`config.mk`:
```
export PLATFORM = sky130hd
export DESIGN_NAME = vectored_interrupt_arbiter
export DESIGN_NICKNAME = d
export VERILOG_FILES = /design/src/include/intc_pkg.sv /design/src/include/arb_if.sv /design/src/arb_pick.sv /design/src/vectored_interrupt_arbiter.sv
export SDC_FILE = /design/constraint.sdc
export NUM_CORES = 1
export LEC_CHECK = 0
export CAP_MARGIN = 20
export CORE_ASPECT_RATIO = 1.25
export CORE_MARGIN = 2
export CORE_UTILIZATION = 55
export CTS_CLUSTER_SIZE = 10
export DETAILED_ROUTE_END_ITERATION = 10
export DONT_BUFFER_PORTS = 1
export MAX_ROUTING_LAYER = met4
export PLACE_DENSITY = 0.73
export RECOVER_POWER = 25
export SYNTH_ARGS = -nofsm -noshare
export SYNTH_HDL_FRONTEND = slang
export SYNTH_HIERARCHICAL = 1
export SYNTH_SLANG_ARGS = --single-unit
```
`constraint.sdc`:
```
create_clock -name clk -period 3.3 [get_ports clk]
set_clock_uncertainty 0.1 [all_clocks]
set_input_delay 0.33 -clock clk [delete_from_list [all_inputs] [get_ports clk]]
set_output_delay 0.33 -clock clk [all_outputs]
set_load 0.01 [all_outputs]
```
`src/include/intc_pkg.sv`:
```
// Constants, types and vector decode for the vectored interrupt arbiter.
// Assumes a single core clock domain; all users refer to names as intc_pkg::name.
package intc_pkg;
	localparam int NUM_MASKABLE = 22;
	// Source indices in the maskable vector, equal to the default order
	localparam int IDX_WDT = 0;
	localparam int IDX_PIN0 = 1;
	localparam int IDX_KEY = 7;
	localparam int IDX_RX_ERR = 8;
	localparam int IDX_RX_DONE = 9;
	localparam int IDX_TX_DONE = 10;
	localparam int IDX_CSER_A = 11;
	localparam int IDX_CSER_B = 12;
	localparam int IDX_WATCH_INT = 13;
	localparam int IDX_WIDE_CH0 = 14;
	localparam int IDX_WIDE_CH1 = 15;
	localparam int IDX_TIMER4 = 16;
	localparam int IDX_BYTE_A = 17;
	localparam int IDX_ADC = 20;
	localparam int IDX_WATCH_OVF = 21;
	// Winner codes beyond the maskable range
	localparam logic [4:0] ID_NMI = 5'h16;
	localparam logic [4:0] ID_BRK = 5'h17;
	// Vector table addresses
	localparam logic [15:0] VEC_NMI = 16'h0004;
	localparam logic [15:0] VEC_WDT_INTERVAL = 16'h0004;
	localparam logic [15:0] VEC_FIRST_PIN = 16'h0006;
	localparam logic [15:0] VEC_BRK = 16'h003e;
	// Register byte offsets
	localparam logic [7:0] OFS_FLAGS = 8'h00;
	localparam logic [7:0] OFS_MASK = 8'h04;
	localparam logic [7:0] OFS_PRIO = 8'h08;
	localparam logic [7:0] OFS_CTRL = 8'h0c;
	localparam logic [7:0] OFS_STATUS = 8'h10;
	// Reset values
	localparam logic [21:0] RST_FLAGS = 22'h000000;
	localparam logic [21:0] RST_MASK = 22'h3fffff;
	localparam logic [21:0] RST_PRIO = 22'h3fffff;
	localparam logic [7:0] RST_KEY_PORT = 8'hff;
	typedef enum logic [3:0] {
		SVC_IDLE = 4'b0001,
		SVC_LOW = 4'b0010,
		SVC_HIGH = 4'b0100,
		SVC_NESTED = 4'b1000
	} svc_t;
	typedef enum logic [1:0] {
		BUS_IDLE = 2'b01,
		BUS_ANSWER = 2'b10
	} bus_t;
	// Vector address of a winner code
	function automatic logic [15:0] vector_of(input logic [4:0] id);
		logic [4:0] rel;
		rel = 5'(id - 5'h01);
		if (id == ID_NMI)
			return VEC_NMI;
		if (id == ID_BRK)
			return VEC_BRK;
		if (id == 5'h00)
			return VEC_WDT_INTERVAL;
		return 16'(VEC_FIRST_PIN + {10'h000, rel, 1'b0});
	endfunction : vector_of
endpackage : intc_pkg

```
`src/include/arb_if.sv`:
```
// Carrier between the arbiter top and its priority picker.
// Assumes both ends run on the same clock and synchronised reset.
`timescale 1ns/100ps
interface arb_if;
	logic clk;
	logic rst_n;
	logic [21:0] pending;
	logic [21:0] low_group;
	logic allow_high;
	logic allow_low;
	logic valid;
	logic win_high;
	logic [4:0] index;
	modport ctrl (output clk, rst_n, pending, low_group, allow_high, allow_low,
		input valid, win_high, index);
	modport pick (input clk, rst_n, pending, low_group, allow_high, allow_low,
		output valid, win_high, index);
endinterface : arb_if

```
`src/arb_pick.sv`:
```
// Group-then-default-order picker for the maskable requests.
// Assumes pending is already masked; lower index means higher default order.
`timescale 1ns/100ps
module arb_pick (
	arb_if.pick a
);
	// Returns {found, index of lowest set bit}
	function automatic logic [5:0] first_set(input logic [21:0] v);
		logic [5:0] r;
		r = 6'h00;
		for (int i = intc_pkg::NUM_MASKABLE - 1; i >= 0; i--) begin
			if (v[i])
				r = {1'b1, 5'(i)};
		end
		return r;
	endfunction : first_set

	// Candidates per group; high group is searched first
	wire [21:0] hi_cand = a.pending & ~a.low_group & {22{a.allow_high}};
	wire [21:0] lo_cand = a.pending & a.low_group & {22{a.allow_low}};
	wire [5:0] hi_pick = first_set(hi_cand);
	wire [5:0] lo_pick = first_set(lo_cand);
	assign a.valid = hi_pick[5] | lo_pick[5];
	assign a.win_high = hi_pick[5]; // RULE21
	assign a.index = hi_pick[5] ? hi_pick[4:0] : lo_pick[4:0]; // RULE21
endmodule : arb_pick

```
`src/vectored_interrupt_arbiter.sv`:
```
// Interrupt arbitration and vectoring for the core, with Avalon-MM registers.
// Assumes source strobes and core handshakes are synchronous to clk.
`timescale 1ns/100ps

// Functional notes
// (RULE1) Non-maskable request is taken even when disabled and outranks all.
// (RULE2) Any non-maskable or maskable request raises standby release.
// (RULE3) Watchdog overflow in mode 1 is the non-maskable request at 0004H.
// (RULE4) Watchdog overflow in interval mode is maskable, default order 0.
// (RULE5) Maskable requests are masked per source and split by priority flag.
// (RULE6) A high group request may nest over a low group service routine.
// (RULE7) Same-group simultaneous requests resolve by default order 0 to 21.
// (RULE8) Maskable set is seven external and fifteen internal requests.
// (RULE9) Software break vectors to 003EH, even when disabled, no priority.
// (RULE10) Six pin edge requests take orders 1 to 6, vectors 0006H to 0010H.
// (RULE11) Port 4 falling edge raises key return request, order 7, 0012H.
// (RULE12) Async serial error, receive, transmit at 0014H, 0016H, 0018H.
// (RULE13) Clocked serial units A and B vector to 001AH and 001CH.
// (RULE14) Watch timer interval at 001EH, overflow order 21 at 002EH.
// (RULE15) Wide timer channel 0 fires on compare 0 match or capture edge.
// (RULE16) Wide timer channel 1 fires on compare 1 match or other capture edge.
// (RULE17) Timer four request at 0024H only in clear-and-start mode.
// (RULE18) Byte timers A, B, C vector to 0026H, 0028H, 002AH.
// (RULE19) Conversion done is maskable, order 20, vector 002CH.
// (RULE20) Acknowledge clears the winning source flag before service starts.
// (RULE21) When enabled, pick high group first, then default order; show vector.
module vectored_interrupt_arbiter (
	input wire logic clk,
	input wire logic resetn,
	input wire logic [7:0] avs_address,
	input wire logic avs_read,
	input wire logic avs_write,
	input wire logic [31:0] avs_writedata,
	output logic [31:0] avs_readdata,
	output logic avs_waitrequest,
	input wire logic int_enable,
	input wire logic int_ack,
	input wire logic int_return,
	input wire logic software_break_instr,
	output logic irq_req,
	output logic [15:0] irq_vector,
	output logic standby_release,
	input wire logic watchdog_irq,
	input wire logic [5:0] pin_edge_irq,
	input wire logic [7:0] key_port,
	input wire logic async_rx_error_irq,
	input wire logic async_rx_done_irq,
	input wire logic async_tx_done_irq,
	input wire logic clocked_serial_a_irq,
	input wire logic clocked_serial_b_irq,
	input wire logic watch_interval_irq,
	input wire logic watch_overflow_irq,
	input wire logic wide_compare_0_match,
	input wire logic wide_compare_1_match,
	input wire logic capture_input_a_edge,
	input wire logic capture_input_b_edge,
	input wire logic wide_compare_0_capture,
	input wire logic wide_compare_1_capture,
	input wire logic timer_four_match,
	input wire logic timer_four_clear_start,
	input wire logic [2:0] byte_timer_match,
	input wire logic conversion_done_irq
);
	logic rst_meta;
	logic rst_n;
	logic [21:0] flags;
	logic [21:0] mask;
	logic [21:0] prio_low;
	logic wdt_interval;
	logic nmi_pend;
	logic brk_pend;
	logic [7:0] key_prev;
	logic [4:0] win_id;
	logic win_valid;
	logic win_high;
	logic ack_hold;
	intc_pkg::svc_t svc;
	intc_pkg::svc_t next_svc;
	intc_pkg::bus_t bus;
	arb_if arb ();

	// Reset release through two stages; assertion stays asynchronous
	always_ff @(posedge clk or negedge resetn) begin
		if (!resetn) begin
			rst_meta <= 1'b0;
			rst_n <= 1'b0;
		end else begin
			rst_meta <= 1'b1;
			rst_n <= rst_meta;
		end
	end

	// Key return port history, idle high so no false edge after reset
	always_ff @(posedge clk or negedge rst_n) begin
		if (!rst_n)
			key_prev <= intc_pkg::RST_KEY_PORT;
		else
			key_prev <= key_port;
	end
	wire key_fall = |(key_prev & ~key_port); // RULE11

	// Source strobes mapped onto the default order
	wire [21:0] src_event;
	assign src_event[intc_pkg::IDX_WDT] = watchdog_irq & wdt_interval; // RULE4
	assign src_event[intc_pkg::IDX_PIN0 +: 6] = pin_edge_irq; // RULE10
	assign src_event[intc_pkg::IDX_KEY] = key_fall; // RULE11
	assign src_event[intc_pkg::IDX_RX_ERR] = async_rx_error_irq; // RULE12
	assign src_event[intc_pkg::IDX_RX_DONE] = async_rx_done_irq; // RULE12
	assign src_event[intc_pkg::IDX_TX_DONE] = async_tx_done_irq; // RULE12
	assign src_event[intc_pkg::IDX_CSER_A] = clocked_serial_a_irq; // RULE13
	assign src_event[intc_pkg::IDX_CSER_B] = clocked_serial_b_irq; // RULE13
	assign src_event[intc_pkg::IDX_WATCH_INT] = watch_interval_irq; // RULE14
	assign src_event[intc_pkg::IDX_WATCH_OVF] = watch_overflow_irq; // RULE14
	// Channel 0 takes the second capture input; the pair is crossed
	assign src_event[intc_pkg::IDX_WIDE_CH0] = wide_compare_0_capture ?
		capture_input_b_edge : wide_compare_0_match; // RULE15
	assign src_event[intc_pkg::IDX_WIDE_CH1] = wide_compare_1_capture ?
		capture_input_a_edge : wide_compare_1_match; // RULE16
	assign src_event[intc_pkg::IDX_TIMER4] = timer_four_match & timer_four_clear_start; // RULE17
	assign src_event[intc_pkg::IDX_BYTE_A +: 3] = byte_timer_match; // RULE18
	assign src_event[intc_pkg::IDX_ADC] = conversion_done_irq; // RULE19
	// Seven external and fifteen internal bits fill the vector exactly (RULE8)
	wire nmi_event = watchdog_irq & ~wdt_interval; // RULE3

	// Bus decode; one wait cycle, the answer edge commits
	wire bus_req = avs_read | avs_write;
	wire bus_commit = bus_req & (bus == intc_pkg::BUS_ANSWER);
	wire wr_commit = avs_write & bus_commit;
	wire wr_flags = wr_commit & (avs_address == intc_pkg::OFS_FLAGS);
	wire wr_mask = wr_commit & (avs_address == intc_pkg::OFS_MASK);
	wire wr_prio = wr_commit & (avs_address == intc_pkg::OFS_PRIO);
	wire wr_ctrl = wr_commit & (avs_address == intc_pkg::OFS_CTRL);
	assign avs_waitrequest = bus_req & (bus == intc_pkg::BUS_IDLE);

	// Core handshake; the cycle after an acknowledge is held off
	assign irq_req = win_valid & ~ack_hold;
	wire take = int_ack & irq_req;
	wire take_mask = take & (win_id < intc_pkg::ID_NMI);
	wire [21:0] ack_clear = take_mask ? 22'(22'h000001 << win_id) : 22'h000000;

	// Flags: a source strobe wins over both software and acknowledge clears
	wire [21:0] next_flags = wr_flags ? (avs_writedata[21:0] | src_event)
		: ((flags & ~ack_clear) | src_event); // RULE20
	wire next_nmi = nmi_event | (nmi_pend & ~(take & (win_id == intc_pkg::ID_NMI)));
	wire next_brk = software_break_instr | (brk_pend & ~(take & (win_id == intc_pkg::ID_BRK)));

	always_ff @(posedge clk or negedge rst_n) begin
		if (!rst_n) begin
			flags <= intc_pkg::RST_FLAGS;
			nmi_pend <= 1'b0;
			brk_pend <= 1'b0;
			standby_release <= 1'b0;
		end else begin
			flags <= next_flags;
			nmi_pend <= next_nmi;
			brk_pend <= next_brk; // RULE9
			standby_release <= (|next_flags) | next_nmi; // RULE2
		end
	end

	// Software settings: mask, group and watchdog routing
	always_ff @(posedge clk or negedge rst_n) begin
		if (!rst_n) begin
			mask <= intc_pkg::RST_MASK;
			prio_low <= intc_pkg::RST_PRIO;
			wdt_interval <= 1'b0;
		end else begin
			if (wr_mask)
				mask <= avs_writedata[21:0];
			if (wr_prio)
				prio_low <= avs_writedata[21:0];
			if (wr_ctrl)
				wdt_interval <= avs_writedata[0];
		end
	end

	// Picker inputs; nesting depth decides which groups may still win
	assign arb.clk = clk;
	assign arb.rst_n = rst_n;
	assign arb.pending = flags & ~mask; // RULE5
	assign arb.low_group = prio_low; // RULE5
	assign arb.allow_high = int_enable & ((svc == intc_pkg::SVC_IDLE)
		| (svc == intc_pkg::SVC_LOW)); // RULE6
	assign arb.allow_low = int_enable & (svc == intc_pkg::SVC_IDLE);
	arb_pick u_pick (
		.a(arb.pick)
	);

	// Non-maskable first, then the break, then the maskable winner
	wire [4:0] next_win_id = nmi_pend ? intc_pkg::ID_NMI
		: brk_pend ? intc_pkg::ID_BRK : arb.index; // RULE1
	wire next_win_valid = nmi_pend | brk_pend | arb.valid; // RULE1
	wire next_win_high = ~nmi_pend & ~brk_pend & arb.win_high;

	// Winner and its vector are registered so the core sees stable data
	always_ff @(posedge clk or negedge rst_n) begin
		if (!rst_n) begin
			win_id <= 5'h00;
			win_valid <= 1'b0;
			win_high <= 1'b0;
			irq_vector <= 16'h0000;
			ack_hold <= 1'b0;
		end else begin
			win_id <= next_win_id;
			win_valid <= next_win_valid;
			win_high <= next_win_high;
			irq_vector <= intc_pkg::vector_of(next_win_id); // RULE10
			ack_hold <= take;
		end
	end

	// Service level tracking; the stale winner after an ack is why irq_req drops
	always_comb begin
		next_svc = svc;
		unique case (svc)
			intc_pkg::SVC_IDLE: begin
				if (take_mask)
					next_svc = win_high ? intc_pkg::SVC_HIGH : intc_pkg::SVC_LOW;
			end
			intc_pkg::SVC_LOW: begin
				if (take_mask)
					next_svc = intc_pkg::SVC_NESTED; // RULE6
				else if (int_return)
					next_svc = intc_pkg::SVC_IDLE;
			end
			intc_pkg::SVC_HIGH: begin
				if (int_return)
					next_svc = intc_pkg::SVC_IDLE;
			end
			intc_pkg::SVC_NESTED: begin
				if (int_return)
					next_svc = intc_pkg::SVC_LOW;
			end
			default: next_svc = intc_pkg::SVC_IDLE;
		endcase
	end

	always_ff @(posedge clk or negedge rst_n) begin
		if (!rst_n)
			svc <= intc_pkg::SVC_IDLE;
		else
			svc <= next_svc;
	end

	// Read mux; unmapped addresses read zero and ignore writes
	wire [31:0] status_word = {18'h00000, svc, brk_pend, nmi_pend,
		irq_req, win_high, win_id, 1'b0};
	wire [31:0] rd_value =
		(avs_address == intc_pkg::OFS_FLAGS) ? {10'h000, flags} :
		(avs_address == intc_pkg::OFS_MASK) ? {10'h000, mask} :
		(avs_address == intc_pkg::OFS_PRIO) ? {10'h000, prio_low} :
		(avs_address == intc_pkg::OFS_CTRL) ? {31'h00000000, wdt_interval} :
		(avs_address == intc_pkg::OFS_STATUS) ? status_word : 32'h00000000;

	// Bus sequencer: data is captured at the edge entering the answer cycle
	always_ff @(posedge clk or negedge rst_n) begin
		if (!rst_n) begin
			bus <= intc_pkg::BUS_IDLE;
			avs_readdata <= 32'h00000000;
		end else begin
			unique case (bus)
				intc_pkg::BUS_IDLE: begin
					if (bus_req) begin
						bus <= intc_pkg::BUS_ANSWER;
						avs_readdata <= rd_value;
					end
				end
				intc_pkg::BUS_ANSWER: bus <= intc_pkg::BUS_IDLE;
				default: bus <= intc_pkg::BUS_IDLE;
			endcase
		end
	end
endmodule : vectored_interrupt_arbiter

```
==> impl_metrics.tcl <==
set metrics [dict create \
    status "complete, but fails checks" \
    violations "max-capacitance violations, max-slew violations, negative setup slack" \
    yosysSeqAreaShare 0.4435 \
    fp-row-count 46 \
    nets 942 \
    clk_pin_slew_ps 50 \
    synth_xor_area_frac 0.008714 \
    cpPeakStageDelay_ps 540 \
    synth-warning-count 6 \
    avgSynthCellArea_sq_um 10.04 \
    ant_nets 0 \
    dieHeight_um 130.5 \
    rsz0062_at_grt "yes" \
    synth-seq-cells 122 \
    cts_buffers 17 \
    gp_congestion 1.002 \
    post_drt_wl_per_cell_um 25.16 \
    gr-total-overflow 0 \
    max_slew_margin -0.4137 \
    synthTopCellsByArea "dfrtp_1 (24%), dfstp_2 (20%), mux2_2 (6.1%)" \
    fmax_mhz 292.5 \
    antenna_found_initial 0 \
    dr.pass1.iters 5 \
    yosysTopAreaCell "dfrtp_1" \
    min_from "avs_writedata[3]" \
    vias_per_cell 6.467 \
    power.leakage_uw 0.003897 \
    cts_tree "done" \
    core_area_sq_um 12600 \
    synth_area_sq_um 7035 \
    crit_required_ps 3500 \
    start_kind "flip-flop" \
    tightest_slew_ps 2120 \
    synth_commonest_cells "dfrtp_1 (68), dfstp_2 (54), nand2_1 (52)" \
    synth_mux_area_frac 0.07487 \
    ys.flop_type "dfrtp_1" \
    drcViolationCount 0 \
    synth_top_area_share 0.2419 \
    htree_num_levels 4 \
    root_buffer "clkbuf_16" \
    post-place-ws_ps -258.4 \
    io_buffers 0 \
    drt-total-wl_mm 26.07 \
    cp_max_fo 4 \
    clock_latency_ps 420 \
    crit_family "simple AND/OR/NAND/NOR gates" \
    yosysUniqueCellTypes 77 \
    dieWidth_um 105.2 \
    ioPinCount 133 \
    initial_core_util 0.5582 \
    num_vias 6700 \
    grt_pass1_vias 6926 \
    gr-usage-all-layers 0.3884 \
    netlist_instances 701 \
    crit_buf_inv 3 \
    area_delta_synth_final_pct 33.61 \
    critical_path_arrival_ps 3620 \
    drv_cap 2 \
    synth-simple-area-share 0.1780 \
    hold_viol_final 0 \
    fin_util 0.7458 \
    power_density_nw_per_um2 464.6 \
    cp_slowest_cell "dfstp_2" \
    worstSetupStartpoint "mask[17]$_DFFE_PN1P_" \
    die_area_sq_um 13720 \
    grt_max_degree 70 \
    layout-drive-gt1-share 0.3606 \
    dpl.hpwl_mm 17.97 \
    fin_crit_sh 1.036 \
    path_class "flip-flop to flip-flop" \
    clock_sinks 122 \
    synth_edf_count 0 \
    ir_drop_mv 0.3457 \
    hold_path.class "input pin to flip-flop" \
    drt_iter0_drc 549 \
    fin_ws_ps -118.3 \
    worstSetupEndpointType "flip-flop" \
    fin_crit_ps 3418 \
    slew_violations 91 \
    grt_pass1_wl_mm 38.63 \
    r2r-start "mask[17]$_DFFE_PN1P_" \
    synth_compound_area_frac 0.2223 \
    async_reset_ff_frac 1.000 \
    n_antenna_cell 0 \
    final.setup.tns_ps -498.3 \
    synth_top_family_by_area "compound AO/OA/AOI/OAI gates" \
    yosys.area_share.adder 0.008892 \
    clockBufferDepth 2 \
    setup_violations 6 \
    synth_most_common_cell "dfrtp_1" \
    path_cells "nor2b_1 > nor2b_1 > o41ai_4 > nand2b_2 > buf_4 > or4b_1 > a31oi_4 > buf_6 > xor2_1 > nand2_1 > buf_4 > xnor2_1 > o21bai_1" \
]
-- what timing repair did --
| action | CTS | global route |
|---|---|---|
| endpoints found under the setup margin | 6 | 6 |
| hold endpoints to repair | 69 | 0 |
| buffers inserted | 10 | 3 |
| gates resized for setup | 28 | 38 |
| hold buffers | 47 | 0 |
| pin swaps | 20 | 17 |
| gates cloned | 0 | 0 |
-- where the power goes --
part           internal [uW]  switching, uW  leakage (uW)
Sequential              1620            118       0.00133
Combinational            278            418       0.00227
Clock                   1270            672      0.000297
Total                   3160           1210       0.00390
-- cell families after synthesis --
family	Yosys count
DFF	122
buffers and inverters	87
xor gates and xnor gates	7
muxes	47
AOI/OAI and AO/OA	211
and+or+nand+nor	220
other	2
adders and majority gates	5
-- sequential cells by signal, summed over array words and instances (netlist names) --
register         flops
ack_hold             1
win_high             1
irq_vector           6
arb.rst_n            1
standby_release      1
bus                  2
svc                  4
rst_meta             1
avs_readdata        22
wdt_interval         1
arb.low_group       22
flags               22
key_prev             8
win_id               5
win_valid            1
mask                22
brk_pend             1
nmi_pend             1
-- cell type report --
class / instances / area, sq um
fillers: 853 / 3204
well taps: 168 / 210.2
clock inverters: 7 / 116.4
repair buffers: 177 / 1479
clock buffers: 25 / 495.5
multi-input cells: 511 / 3881
inverters: 26 / 97.59
flip-flops and latches: 122 / 3120
-- cell usage in the layout, fill, tap and decap left out, types with 5 or more instances in the layout --
master	n
a21oi_1	34
a221o_1	13
a221oi_1	9
a22oi_1	10
a31oi_1	9
a41oi_1	12
buf_4	124
clkbuf_1	5
clkbuf_16	17
conb_1	21
dfrtp_1	68
dfstp_2	54
dlygate4sd3_1	47
inv_1	23
mux2_1	7
mux2_2	38
nand2_1	52
nand2b_1	16
nand3_1	5
nand4_1	10
nor2_1	29
nor2b_1	33
nor2b_2	5
nor2b_4	5
nor3_1	7
nor4_1	7
o211ai_1	7
o21ai_0	25
o21ai_1	6
o21bai_1	5
o22ai_1	5
o31ai_1	20
o41ai_1	7
-- per-stage QoR --
step,hold slack [ps],std cells,power [uW],instance area (sq um)
floorplan,-65.59,720,2110,7118
global placement,-65.53,945,2297,7906
detailed placement,-65.52,945,2319,7906
CTS,2.672,1033,4322,9184
global route,14.25,1036,4510,9400
finish,20.52,1036,4368,9400
-- layer usage --
metal | GRT usage | wire length (um)
met4 | 0.2000 | 1188
met2 | 0.6677 | 13510
met3 | 0.07738 | 1823
met5 | - | 0
met1 | 0.4321 | 9552
-- path summary, 6_finish.rpt --
check | depth (start not counted) | endpoint | slack [ps]
max | 13 | irq_vector[4]$_DFF_PN0_ | -120
min | 2 | flags[3]$_DFF_PN0_ | 20
max reg2reg | 13 | irq_vector[4]$_DFF_PN0_ | -120
min reg2reg | 0 | arb.rst_n$_DFF_PN0_ | 260
max in group asynchronous | 1 | arb.low_group[12]$_DFFE_PN1P_ | 1050
min in group asynchronous | 1 | rst_meta$_DFF_PN0_ | 30
(Power assumes the default switching activity.)
